## config.mk

```make
export PLATFORM = sky130hd
export DESIGN_NAME = usb_desc_responder
export DESIGN_NICKNAME = d
export VERILOG_FILES = /design/src/rtl/usb_desc_pkg.sv /design/src/rtl/string_dir_if.sv /design/src/rtl/string_dir.sv /design/src/rtl/usb_desc_responder.sv
export VERILOG_INCLUDE_DIRS = /design/src /design/src/rtl
export SDC_FILE = /design/constraint.sdc
export NUM_CORES = 1
export LEC_CHECK = 0
export BUFFER_PORTS_ARGS = -buffer_cell sky130_fd_sc_hd__buf_2
export CORE_ASPECT_RATIO = 1.25
export CORE_MARGIN = 4
export CORE_UTILIZATION = 49
export CTS_CLUSTER_SIZE = 12
export DETAILED_ROUTE_END_ITERATION = 7
export GPL_ROUTABILITY_DRIVEN = 0
export PLACE_DENSITY = 0.82
export SYNTH_ARGS = -nofsm -noshare
export SYNTH_HDL_FRONTEND = slang
export SYNTH_SLANG_ARGS = --single-unit
```

## constraint.sdc

```tcl
create_clock -name i_sys_clk -period 4.2 [get_ports i_sys_clk]
set_input_delay 0.84 -clock i_sys_clk [delete_from_list [all_inputs] [get_ports i_sys_clk]]
set_output_delay 0.84 -clock i_sys_clk [all_outputs]
set_load 0.02 [all_outputs]
```

## src/rtl/usb_desc_defines.svh

```systemverilog
// Summary of operation
// - Language string: 04h length, 03h type
// - No config or no strings: stall index zero
// - Language code read from bytes 0x23-0x24
// - Indices 1-5 stall when string absent
// - String bytes sent raw from memory
// - Requested language identifier is ignored
// - Companion descriptor fixed: 06h, 30h, zeros
// - Burst byte from bulk-in burst limit
// - Burst byte holds packets minus one, 0-15
`ifndef USB_DESC_DEFINES_SVH
`define USB_DESC_DEFINES_SVH

// ---------------------------------------------------------------------------
// Descriptor constants
// ---------------------------------------------------------------------------
`define LANG_DESC_LEN    8'h04
`define STRING_DESC_TYPE 8'h03
`define LANG_CODE_ADDR   9'h023
`define LANG_BASE_ADDR   9'h021
`define COMP_DESC_LEN    8'h06
`define COMP_DESC_TYPE   8'h30
`define COMP_ATTR        8'h00
`define COMP_BPI_BYTE    8'h00
`define BURST_RESET      4'h3
`define NUM_STRINGS      5
`define STR_INDEX_MAX    8'h05

`endif

```

## src/rtl/usb_desc_pkg.sv

```systemverilog
package usb_desc_pkg;

   // ------------------------------------------------------------------------
   // Types
   // ------------------------------------------------------------------------
   // Responder sequencer states
   typedef enum logic [2:0]
   {
      S_IDLE  = 3'b000,
      S_FETCH = 3'b001,
      S_WAIT  = 3'b010,
      S_LOAD  = 3'b011,
      S_SEND  = 3'b100
   } state_type;

   // Kind of descriptor asked for
   typedef enum logic [1:0]
   {
      REQ_STRING    = 2'b00,
      REQ_COMPANION = 2'b01
   } req_kind_type;

   // Kind of descriptor being sent
   typedef enum logic [1:0]
   {
      K_LANG = 2'b00,
      K_STR  = 2'b01,
      K_COMP = 2'b10
   } desc_kind_type;

endpackage

```

## src/rtl/string_dir_if.sv

```systemverilog
`timescale 1ns/1ns

// Carries one string directory lookup between the sequencer and the table
interface string_dir_if #(parameter int AW = 9);
   logic [7:0]    index;       // Requested string index
   logic [7:0]    str_len;     // Stored byte count of selected string
   logic [AW-1:0] str_off;     // Stored memory offset of selected string
   logic          str_exists;  // Selected index names a stored string
   logic          any_string;  // At least one stored length is nonzero

   modport table_side
   (
      input  index,
      output str_len,
      output str_off,
      output str_exists,
      output any_string
   );
   modport seq_side
   (
      output index,
      input  str_len,
      input  str_off,
      input  str_exists,
      input  any_string
   );
endinterface

```

## src/rtl/string_dir.sv

```systemverilog
`timescale 1ns/1ns
`include "usb_desc_defines.svh"

module string_dir #(
   parameter int AW = 9
) (
   input  wire logic [8*`NUM_STRINGS-1:0]  i_str_len_flat,
   input  wire logic [AW*`NUM_STRINGS-1:0] i_str_off_flat,
   string_dir_if.table_side                dir
);

   // ------------------------------------------------------------------------
   // Per-entry decode
   // ------------------------------------------------------------------------
   logic [`NUM_STRINGS-1:0] len_nz;     // Entry length nonzero
   logic [`NUM_STRINGS-1:0] hit;        // Entry selected by index
   logic [7:0]              len_or   [`NUM_STRINGS:0];
   logic [AW-1:0]           off_or   [`NUM_STRINGS:0];

   assign len_or[0] = 8'h00;
   assign off_or[0] = '0;

   // Indices 1..5 map onto entries 0..4; other indices hit nothing
   for (genvar g = 0; g < `NUM_STRINGS; g++)
   begin : g_entry
      assign len_nz[g]  = |i_str_len_flat[8*g +: 8];
      assign hit[g]     = (dir.index == 8'(g + 1));
      assign len_or[g+1] = len_or[g] | (hit[g] ? i_str_len_flat[8*g +: 8] : 8'h00);
      assign off_or[g+1] = off_or[g] | (hit[g] ? i_str_off_flat[AW*g +: AW] : '0);
   end

   // ------------------------------------------------------------------------
   // Lookup results
   // ------------------------------------------------------------------------
   assign dir.str_len    = len_or[`NUM_STRINGS];
   assign dir.str_off    = off_or[`NUM_STRINGS];
   assign dir.str_exists = |(hit & len_nz);
   assign dir.any_string = |len_nz;

endmodule

```

## src/rtl/usb_desc_responder.sv

```systemverilog
`timescale 1ns/1ns
`include "usb_desc_defines.svh"

module usb_desc_responder #(
   parameter int AW = 9
) (
   input  wire logic                       i_sys_clk,
   input  wire logic                       i_reset_n,
   input  wire logic                       i_req_valid,
   input  wire logic [1:0]                 i_req_kind,
   input  wire logic [7:0]                 i_req_index,
   input  wire logic [15:0]                i_req_langid,
   input  wire logic [15:0]                i_req_max_len,
   input  wire logic                       i_cfg_valid,
   input  wire logic [8*`NUM_STRINGS-1:0]  i_str_len_flat,
   input  wire logic [AW*`NUM_STRINGS-1:0] i_str_off_flat,
   input  wire logic [3:0]                 i_bulk_in_burst_limit,
   input  wire logic [7:0]                 i_mem_data,
   input  wire logic                       i_byte_ready,
   output logic                            o_req_ready,
   output logic [AW-1:0]                   o_mem_addr,
   output logic                            o_mem_rd,
   output logic [7:0]                      o_byte,
   output logic                            o_byte_valid,
   output logic                            o_byte_last,
   output logic                            o_stall,
   output logic                            o_done
);

   // ------------------------------------------------------------------------
   // Declarations
   // ------------------------------------------------------------------------
   usb_desc_pkg::state_type     state_r;     // Sequencer state
   usb_desc_pkg::state_type     state_nxt;   // Next sequencer state
   usb_desc_pkg::desc_kind_type kind_r;      // Descriptor being sent
   logic [7:0]                  cnt_r;       // Current byte index
   logic [7:0]                  total_r;     // Bytes to send
   logic [AW-1:0]               base_r;      // Memory base of byte zero

   string_dir_if #(.AW(AW))     dir ();      // String table lookup

   // Request decode
   wire        req_take    = i_req_valid & o_req_ready;
   wire        is_string   = (i_req_kind == usb_desc_pkg::REQ_STRING);
   wire        is_comp     = (i_req_kind == usb_desc_pkg::REQ_COMPANION);
   wire        idx_zero    = (i_req_index == 8'h00);
   wire        lang_ok     = i_cfg_valid & dir.any_string;
   wire        str_ok      = i_cfg_valid & dir.str_exists;
   wire        want_lang   = req_take & is_string & idx_zero & lang_ok;
   wire        want_str    = req_take & is_string & !idx_zero & str_ok;
   wire        want_comp   = req_take & is_comp;
   wire        want_stall  = req_take & !(want_lang | want_str | want_comp);
   // Language field ignored: string choice rests on index only
   wire        langid_unused = ^i_req_langid;

   // Length chosen per kind, cut to the host's requested length
   wire [7:0]  full_len    = want_lang ? `LANG_DESC_LEN :
                             want_str  ? dir.str_len    : `COMP_DESC_LEN;
   wire        len_cut     = (i_req_max_len < {8'h00, full_len});
   wire [7:0]  start_len   = len_cut ? i_req_max_len[7:0] : full_len;
   wire        go_send     = (want_lang | want_str | want_comp) & (start_len != 8'h00);

   // Byte source selection
   wire        from_mem    = (kind_r == usb_desc_pkg::K_STR) |
                             ((kind_r == usb_desc_pkg::K_LANG) & (cnt_r >= 8'h02));
   wire [AW-1:0] byte_addr = base_r + AW'(cnt_r);
   wire [7:0]  lang_const  = (cnt_r == 8'h00) ? `LANG_DESC_LEN : `STRING_DESC_TYPE;
   wire [7:0]  comp_const  = (cnt_r == 8'h00) ? `COMP_DESC_LEN  :
                             (cnt_r == 8'h01) ? `COMP_DESC_TYPE :
                             (cnt_r == 8'h02) ? {4'h0, i_bulk_in_burst_limit} :
                             (cnt_r == 8'h03) ? `COMP_ATTR      : `COMP_BPI_BYTE;
   wire [7:0]  byte_val    = from_mem ? i_mem_data :
                             (kind_r == usb_desc_pkg::K_COMP) ? comp_const : lang_const;
   wire        is_last     = (cnt_r == total_r - 8'h01);
   wire        byte_taken  = (state_r == usb_desc_pkg::S_SEND) & i_byte_ready;

   // ------------------------------------------------------------------------
   // String table
   // ------------------------------------------------------------------------
   assign dir.index = i_req_index;

   string_dir #(.AW(AW)) u_dir
   (
      .i_str_len_flat (i_str_len_flat),
      .i_str_off_flat (i_str_off_flat),
      .dir            (dir)
   );

   // ------------------------------------------------------------------------
   // Next state
   // ------------------------------------------------------------------------
   always_comb
   begin
      state_nxt = state_r;
      case (state_r)
         usb_desc_pkg::S_IDLE:
         begin
            // Only non-empty answers start a byte sequence
            if (go_send)
            begin
               state_nxt = usb_desc_pkg::S_FETCH;
            end
         end
         usb_desc_pkg::S_FETCH: state_nxt = usb_desc_pkg::S_WAIT;
         usb_desc_pkg::S_WAIT:  state_nxt = usb_desc_pkg::S_LOAD;
         usb_desc_pkg::S_LOAD:  state_nxt = usb_desc_pkg::S_SEND;
         usb_desc_pkg::S_SEND:
         begin
            // Hold the byte until the host side takes it
            if (i_byte_ready)
            begin
               state_nxt = is_last ? usb_desc_pkg::S_IDLE : usb_desc_pkg::S_FETCH;
            end
         end
         default: state_nxt = usb_desc_pkg::S_IDLE;
      endcase
   end

   // ------------------------------------------------------------------------
   // Sequencer registers
   // ------------------------------------------------------------------------
   always_ff @(posedge i_sys_clk or negedge i_reset_n)
   begin
      if (!i_reset_n)
      begin
         state_r <= usb_desc_pkg::S_IDLE;
         kind_r  <= usb_desc_pkg::K_LANG;
         cnt_r   <= 8'h00;
         total_r <= 8'h00;
         base_r  <= '0;
      end
      else
      begin
         state_r <= state_nxt;
         if (req_take)
         begin
            // Language code sits two bytes past the base
            kind_r  <= want_lang ? usb_desc_pkg::K_LANG :
                       want_str  ? usb_desc_pkg::K_STR  : usb_desc_pkg::K_COMP;
            base_r  <= want_lang ? AW'(`LANG_BASE_ADDR) : dir.str_off;
            total_r <= start_len;
            cnt_r   <= 8'h00;
         end
         else if (byte_taken)
         begin
            cnt_r <= cnt_r + 8'h01;
         end
      end
   end

   // ------------------------------------------------------------------------
   // Memory read port
   // ------------------------------------------------------------------------
   always_ff @(posedge i_sys_clk or negedge i_reset_n)
   begin
      if (!i_reset_n)
      begin
         o_mem_addr <= '0;
         o_mem_rd   <= 1'b0;
      end
      else
      begin
         o_mem_addr <= byte_addr;
         o_mem_rd   <= (state_r == usb_desc_pkg::S_FETCH) & from_mem;
      end
   end

   // ------------------------------------------------------------------------
   // Byte output
   // ------------------------------------------------------------------------
   always_ff @(posedge i_sys_clk or negedge i_reset_n)
   begin
      if (!i_reset_n)
      begin
         o_byte       <= 8'h00;
         o_byte_valid <= 1'b0;
         o_byte_last  <= 1'b0;
      end
      else if (state_r == usb_desc_pkg::S_LOAD)
      begin
         // Memory bytes pass unchanged; fixed bytes from constants
         o_byte       <= byte_val;
         o_byte_valid <= 1'b1;
         o_byte_last  <= is_last;
      end
      else if (byte_taken)
      begin
         o_byte_valid <= 1'b0;
         o_byte_last  <= 1'b0;
      end
   end

   // ------------------------------------------------------------------------
   // Status outputs
   // ------------------------------------------------------------------------
   always_ff @(posedge i_sys_clk or negedge i_reset_n)
   begin
      if (!i_reset_n)
      begin
         o_req_ready <= 1'b1;
         o_stall     <= 1'b0;
         o_done      <= 1'b0;
      end
      else
      begin
         o_req_ready <= (state_nxt == usb_desc_pkg::S_IDLE) & !req_take;
         o_stall     <= want_stall;
         o_done      <= (byte_taken & is_last) | (req_take & !want_stall & !go_send)
                        | (langid_unused & 1'b0);
      end
   end

   // ------------------------------------------------------------------------
   // Checks
   // ------------------------------------------------------------------------
   lang_header_a: assert property (@(posedge i_sys_clk) disable iff (!i_reset_n)
      (state_r == usb_desc_pkg::S_LOAD && kind_r == usb_desc_pkg::K_LANG && cnt_r < 8'h02)
      |=> o_byte == ((cnt_r == 8'h01) ? 8'h03 : 8'h04))
      else $error("language header byte wrong");

   lang_stall_a: assert property (@(posedge i_sys_clk) disable iff (!i_reset_n)
      (req_take && is_string && idx_zero && !(i_cfg_valid && dir.any_string))
      |=> o_stall && !o_byte_valid)
      else $error("language request not stalled");

   lang_code_a: assert property (@(posedge i_sys_clk) disable iff (!i_reset_n)
      (state_r == usb_desc_pkg::S_FETCH && kind_r == usb_desc_pkg::K_LANG && cnt_r == 8'h02)
      |=> o_mem_rd && o_mem_addr == 9'h023)
      else $error("language code not read at its address");

   str_stall_a: assert property (@(posedge i_sys_clk) disable iff (!i_reset_n)
      (req_take && is_string && !idx_zero && i_req_index <= 8'h05
       && !(i_cfg_valid && dir.str_exists))
      |=> o_stall ##1 o_req_ready)
      else $error("absent string not stalled");

   str_raw_a: assert property (@(posedge i_sys_clk) disable iff (!i_reset_n)
      (state_r == usb_desc_pkg::S_LOAD && kind_r == usb_desc_pkg::K_STR)
      |=> o_byte_valid && o_byte == $past(i_mem_data))
      else $error("string byte altered");

   langid_free_a: assert property (@(posedge i_sys_clk) disable iff (!i_reset_n)
      (req_take && is_string && !idx_zero && i_cfg_valid && dir.str_exists)
      |=> !o_stall)
      else $error("existing string stalled");

   comp_fixed_a: assert property (@(posedge i_sys_clk) disable iff (!i_reset_n)
      (state_r == usb_desc_pkg::S_LOAD && kind_r == usb_desc_pkg::K_COMP && cnt_r != 8'h02)
      |=> o_byte == ((cnt_r == 8'h00) ? 8'h06 : (cnt_r == 8'h01) ? 8'h30 : 8'h00))
      else $error("companion fixed byte wrong");

   burst_byte_a: assert property (@(posedge i_sys_clk) disable iff (!i_reset_n)
      (state_r == usb_desc_pkg::S_LOAD && kind_r == usb_desc_pkg::K_COMP && cnt_r == 8'h02)
      |=> o_byte[3:0] == $past(i_bulk_in_burst_limit))
      else $error("burst byte not from burst limit");

   burst_range_a: assert property (@(posedge i_sys_clk) disable iff (!i_reset_n)
      (o_byte_valid && kind_r == usb_desc_pkg::K_COMP && cnt_r == 8'h02)
      |-> o_byte <= 8'h0f)
      else $error("burst byte out of range");

   high_index_a: assert property (@(posedge i_sys_clk) disable iff (!i_reset_n)
      (req_take && is_string && i_req_index > 8'h05) |=> o_stall)
      else $error("high string index not stalled");

   byte_hold_a: assert property (@(posedge i_sys_clk) disable iff (!i_reset_n)
      (o_byte_valid && !i_byte_ready) |=> o_byte_valid && $stable(o_byte))
      else $error("byte dropped before taken");

endmodule

```

==> results of run 1 <==
==> through the flow <==
| step | instance area, sq um | util | worst slack [ns] |
|---|---|---|---|
| 2_1_floorplan | 3950 | - | -0.0911 |
| 3_3_place_gp | 4930 | 0.632 | -0.186 |
| 3_5_place_dp | 4930 | 0.632 | -0.231 |
| 4_1_cts | 5060 | 0.650 | 0.0925 |
| 5_1_grt | 5070 | 0.651 | 0.0425 |
| 6_report | 5070 | 0.651 | 0.153 |
==> kinds of logic after synthesis <==
| family | count (synthesis) | share of synthesized area |
|---|---|---|
| adder cells (fa/ha/maj) | 21 | 0.0689 |
| AND/OR/NAND/NOR | 165 | 0.217 |
| multiplexers | 33 | 0.0902 |
| XOR/XNOR | 22 | 0.0491 |
| buffers and inverters | 35 | 0.0338 |
| AO/OA/AOI/OAI | 116 | 0.202 |
| flip-flops | 53 | 0.338 |
==> worst max path at each step <==
stage | start | end | slack (ns) | depth (start not counted)
final | i_req_index[3] | total_r[3] | 0.15 | 13
after global routing | i_req_index[3] | total_r[4] | 0.04 | 13
after CTS | i_req_index[3] | total_r[3] | 0.09 | 13
after detailed placement | i_req_index[3] | total_r[3] | -0.23 | 13
after global placement | i_req_index[3] | total_r[3] | -0.19 | 13
after floorplan | i_req_index[3] | total_r[3] | -0.09 | 13
==> cell usage after synthesis, types with 3 or more instances <==
cell type,count
and3_1,4
nor4_1,16
mux2i_1,14
a21boi_0,3
a222oi_1,3
nand3_1,8
or2_2,3
and2_1,4
nor3b_1,3
nor3_1,5
or3_1,4
nand2_1,54
o21ai_0,30
or4_1,4
clkbuf_1,15
dfrtp_1,52
nor2_1,32
mux2_2,19
a22oi_1,4
ha_1,20
nand4_1,8
inv_1,17
xnor2_1,11
a21oi_1,23
a221oi_1,10
o211ai_1,6
nand2b_1,7
xor2_1,11
nor2b_1,5
a21o_1,8
a221o_1,3
a211oi_1,6
==> flip-flops by register name, indices dropped and copies added (netlist names) <==
register / flops
base_r: 9
o_mem_addr: 9
cnt_r: 8
o_byte: 8
total_r: 8
state_r: 3
kind_r: 2
o_byte_last: 1
o_byte_valid: 1
o_done: 1
o_mem_rd: 1
o_req_ready: 1
o_stall: 1
==> critical path: cells and delay by family <==
family                     cells  cell delay [ns]
adders and majority gates      1             0.17
and+or+nand+nor                5             1.78
buffers and inverters          1             0.09
AOI/OAI and AO/OA              6             1.35
==> layer usage <==
layer  track usage  routed length (um)
met1         0.274                4300
met2         0.445                5840
met3        0.0389                 890
met4        0.0983                 398
met5             0                   0
==> final cells by class <==
| cell class | instances | area share |
|---|---|---|
| repair buffers | 175 | 0.185 |
| multi-input cells | 357 | 0.491 |
| clock inverters | 3 | 0.0128 |
| inverters | 17 | 0.0126 |
| clock buffers | 5 | 0.0136 |
| flip-flops and latches | 53 | 0.262 |
| well taps | 95 | 0.0234 |
==> power by group through the flow <==
stage	sequential [mW]	clock [mW]	combinational [mW]
floorplan	0.870	0	0.449
global placement	0.768	0	0.802
detailed placement	0.779	0	0.833
CTS	0.767	0.414	0.841
global route	0.788	0.432	0.936
finish	0.767	0.404	0.833
==> timing repair <==
item / CTS / global route
endpoints found under the hold margin: 0 / 0
resized for setup: 0 / 3
endpoints found under the setup margin: 0 / 4
buffers inserted: 0 / 0
==> metrics.yaml, run 1 <==
dieHeight_um: 108
synthesis.nets: 610
dr.pass1.iters: 5
fillers: 651
max_stage_delay_ns: 0.58
register_area_sq_um: 1330
clkPwrFrac: 0.202
rows: 36
coreArea_sq_um: 7790
finalPower_mw: 2.00
hold_buffers: 0
grt_use_total: 0.242
power_switching_share: 0.374
cap_viol_max_count: 0
routed_wl_um: 11400
grt_pass1_vias: 4069
multi_input_area_sq_um: 2490
worstSetupStartpointType: "input pin"
pwr_density_cell_nw_per_um2: 395
final_common_cell: "buf_2"
pin_count: 167
seq_area_frac_synth: 0.338
cts_buffer_depth: 2
final_hold_viol_count: 0
critical_path_arrival_ns: 4.24
hold_path.class: "input pin to asynchronous set/reset pin"
syn_inst: 445
syn_to_final_growth_pct: 29.3
slew_violations: 0
synth_flop_cell: "dfrtp_1"
cts_root_buf: "clkbuf_8"
wl_per_cell_um: 16.2
fp.dieW_um: 88.0
slew_headroom: 0.450
synth_edf_count: 0
nNetsFinal: 774
p_int_mw: 1.25
dp.cells: 697
layout.cells.non_filler: 705
gr-total-overflow: 0
synth_area_leaders: "dfrtp_1 (33%), ha_1 (6.4%), mux2_2 (5.5%)"
tns_ns: 0
synth_cell_types: 58
reg2reg_depth: 12
crit_top_cell: "a21o_1"
required_ns: 4.39
vias_per_cell: 5.79
yosysWarnings: 0
drt_iter0_drc: 181
finalCritPeriodShare: 0.964
seqPwrFrac: 0.383
p_leak_nw: 2.48
port_buffers: 150
max_freq_mhz: 247
fin_skew_ns: 0.0111
holdWs_ns: 0.424
crit_type: "input pin to register"
start_util: 0.504
htreeDepth: 2
drc: 0
synth_top_area_cell: "dfrtp_1"
vias: 4079
synth.avg_cell_area_sq_um: 8.82
vdd_drop_max_uv: 310
ant_nets: 0
timing.rr.end: "total_r[3]"
worstPathCellList: "buf_2, or4_4, nor3_1, nand4_1, a21o_1, a21o_1, ha_2, or4_1, nor4_2, o221ai_2, a22oi_2, a211oi_1, a221o_1"
combinationalPowerShare: 0.416
cts.sinks: 53
rsz0062_at_grt: "no"
antenna_found_initial: 0
synth_area_sq_um: 3920
synth-seq-cells: 53
slowest_stage: "or4_4"
insertion_delay_ns: 0.31
grt_pass1_wl_um: 18600
grt_max_degree: 39
async_reset_ff_frac: 1.00
num_antenna_cells: 0
dieArea_sq_um: 9510
layout_common_cells: "buf_2 (150), nand2_1 (54), dfrtp_1 (52)"
crit_path_end_kind: "register"
clk_pin_slew_ns: 0.09
cts_tree: "yes"
hpwl_um: 9330
power.switching_mw: 0.751
r2r-start: "o_req_ready"
reg2reg_setup_slack_ns: 0.54
numCtsBuffers: 5
status: "completed"
synth_top_area_frac: 0.332
drive_above_1_share: 0.357
fin_crit_ns: 4.05
setup_violations: 0
max_slew.worst_pin.slew_ns: 0.825
path_max_fanout: 6
No activity file was read; power rests on OpenSTA's default activity.
==> run 2, diff against run 1 <==
- clock period: 4.2 -> 3.8 ns (I/O delays scaled with it)
==> run 2 against run 1 <==
Net effect: clock skew barely moved; global-route usage is essentially flat; non-clock buffer count grew 16; largest cell class unchanged; largest power group unchanged.
==> metrics.yaml, run 2 (synthesized netlist as in run 1, its figures left out) <==
critical_path_arrival_ns: 4.01  # -0.23 ns
drive_above_1_share: 0.377  # +0.0196
port_buffers: 150  # unchanged
fp.dieW_um: 88.0  # unchanged
pwr_density_cell_nw_per_um2: 405  # +2.6%
slew_headroom: 0.460  # +0.0101
pin_count: 167  # unchanged
grt_use_total: 0.242  # about the same
fin_crit_ns: 3.78
dp_slack_ns: -0.435  # -0.204 ns
grt_max_degree: 35  # -10%
final_hold_viol_count: 0  # unchanged
max_slew.worst_pin.slew_ns: 0.810  # -0.0151 ns
slew_violations: 0  # unchanged
worstSetupStartpointType: "input pin"
vdd_drop_max_uv: 382  # +23%
cts_tree: "yes"
grt_pass1_vias: 4215  # +3.6%
finalPower_mw: 2.11  # +5.2%
slowest_stage: "or4_4"
r2r-start: "o_req_ready"
final_common_cell: "buf_2"
path_buf_inv: 3  # +2
status: "completed"
rsz0062_at_grt: "yes"
drc: 0  # unchanged
dieArea_sq_um: 9510  # unchanged
required_ns: 4.02  # -0.37 ns
num_antenna_cells: 0  # unchanged
final_util: 0.668  # +0.0169
vias_per_cell: 5.90  # +2.0%
drt_iter0_drc: 223  # +23%
finalCritPeriodShare: 0.995
worstPathCellList: "buf_6, or4_4, nor4b_4, o211ai_1, a21o_1, buf_4, a211o_1, ha_1, nand4_1, or2_4, nor2_1, a22oi_2, buf_4, a211o_1, o211ai_1"
cap_viol_max_count: 0  # unchanged
gr-total-overflow: 0  # unchanged
insertion_delay_ns: 0.31  # about the same
routed_wl_um: 11500  # +0.44%
ant_nets: 0  # unchanged
fin_skew_ns: 0.0112  # +0.0000298 ns
path_max_fanout: 6  # unchanged
antenna_found_initial: 0  # unchanged
syn_to_final_growth_pct: 32.7
coreArea_sq_um: 7790  # unchanged
reg2reg_depth: 14  # +2
clk_pin_slew_ns: 0.09  # about the same
cts_buffer_depth: 2  # unchanged
layout_common_cells: "buf_2 (149), nand2_1 (54), dfrtp_1 (52)"
top_regs: "base_r: 9 flops, o_mem_addr: 9 flops"
hold_depth: 1
p_leak_nw: 2.55  # +2.8%
setup_violations: 0  # unchanged
hpwl_um: 9430  # +1.1%
crit_path_end_kind: "register"
startpoint: "i_req_index[7]"
nNetsFinal: 790  # +2.1%
vias: 4257  # +4.4%
numCtsBuffers: 5  # unchanged
critPathTopFamily: "simple AND/OR/NAND/NOR gates"
htreeDepth: 2  # unchanged
cts.sinks: 53  # unchanged
hold_path.class: "register to register"
crit_end: "total_r[1]"
max_freq_mhz: 264
start_util: 0.504  # unchanged
grt_pass1_wl_um: 18600  # +0.37%
dieHeight_um: 108  # unchanged
reg2reg_setup_slack_ns: 0.25  # -0.29 ns
crit_type: "input pin to register"
rows: 36  # unchanged
fin_ws_ns: 0.0171  # -0.136 ns
crit_cells: 15  # +2
hold_start: "base_r[8]"
dr.pass1.iters: 5  # unchanged
max_stage_delay_ns: 0.59  # about the same
wl_per_cell_um: 15.9  # -1.8%
cts_root_buf: "clkbuf_8"
timing.rr.end: "total_r[1]"
holdWs_ns: 0.480  # +0.0558 ns
-- run 2: power by group --
group	leakage (nW)	switching, mW	total [mW]	internal, mW
clock	0.0445	0.184	0.333	0.148
sequential	0.682	0.110	0.846	0.736
combinational	1.83	0.529	0.931	0.402
-- run 2: area by class of cell --
class / count / area (sq um)
fill: 637 / 2590
clock buffer: 7 / 86.3
timing repair buffer: 191 / 1070
clock inverter: 1 / 7.51
inverter: 17 / 63.8
sequential: 53 / 1330
multi-input combinational: 357 / 2530
tap: 95 / 119
-- run 2: layer usage --
layer / track usage / vias to the layer above / share of wire
li1: - / 2020 / -
met1: 0.272 / 1966 / 0.37
met2: 0.438 / 226 / 0.51
met3: 0.0320 / 45 / 0.075
met4: 0.126 / 0 / 0.047
met5: 0 / - / 0
-- run 2: per-stage QoR --
stage	TNS, ns	cells	instance area, sq um
global placement	-2.63	712	5050
floorplan	-2.21	445	3960
global route	-0.508	721	5210
CTS	0	721	5160
detailed placement	-3.25	712	5050
finish	0	721	5210
-- run 2: what timing repair did --
item | 4_1_cts | 5_1_grt
endpoints found under the setup margin | 5 | 10
cloned | 0 | 0
pin swaps | 4 | 4
setup buffers | 1 | 0
hold buffers | 0 | 0
gates resized for setup | 2 | 9
-- run 2: worst min-delay path by stage --
stage	slack (ns)	to
3_5_place_dp	0.47	o_byte[1]
3_3_place_gp	0.46	o_byte[1]
2_1_floorplan	0.44	o_mem_addr[8]
6_report	0.48	o_mem_addr[8]
4_1_cts	0.49	o_mem_addr[8]
5_1_grt	0.51	o_mem_addr[8]
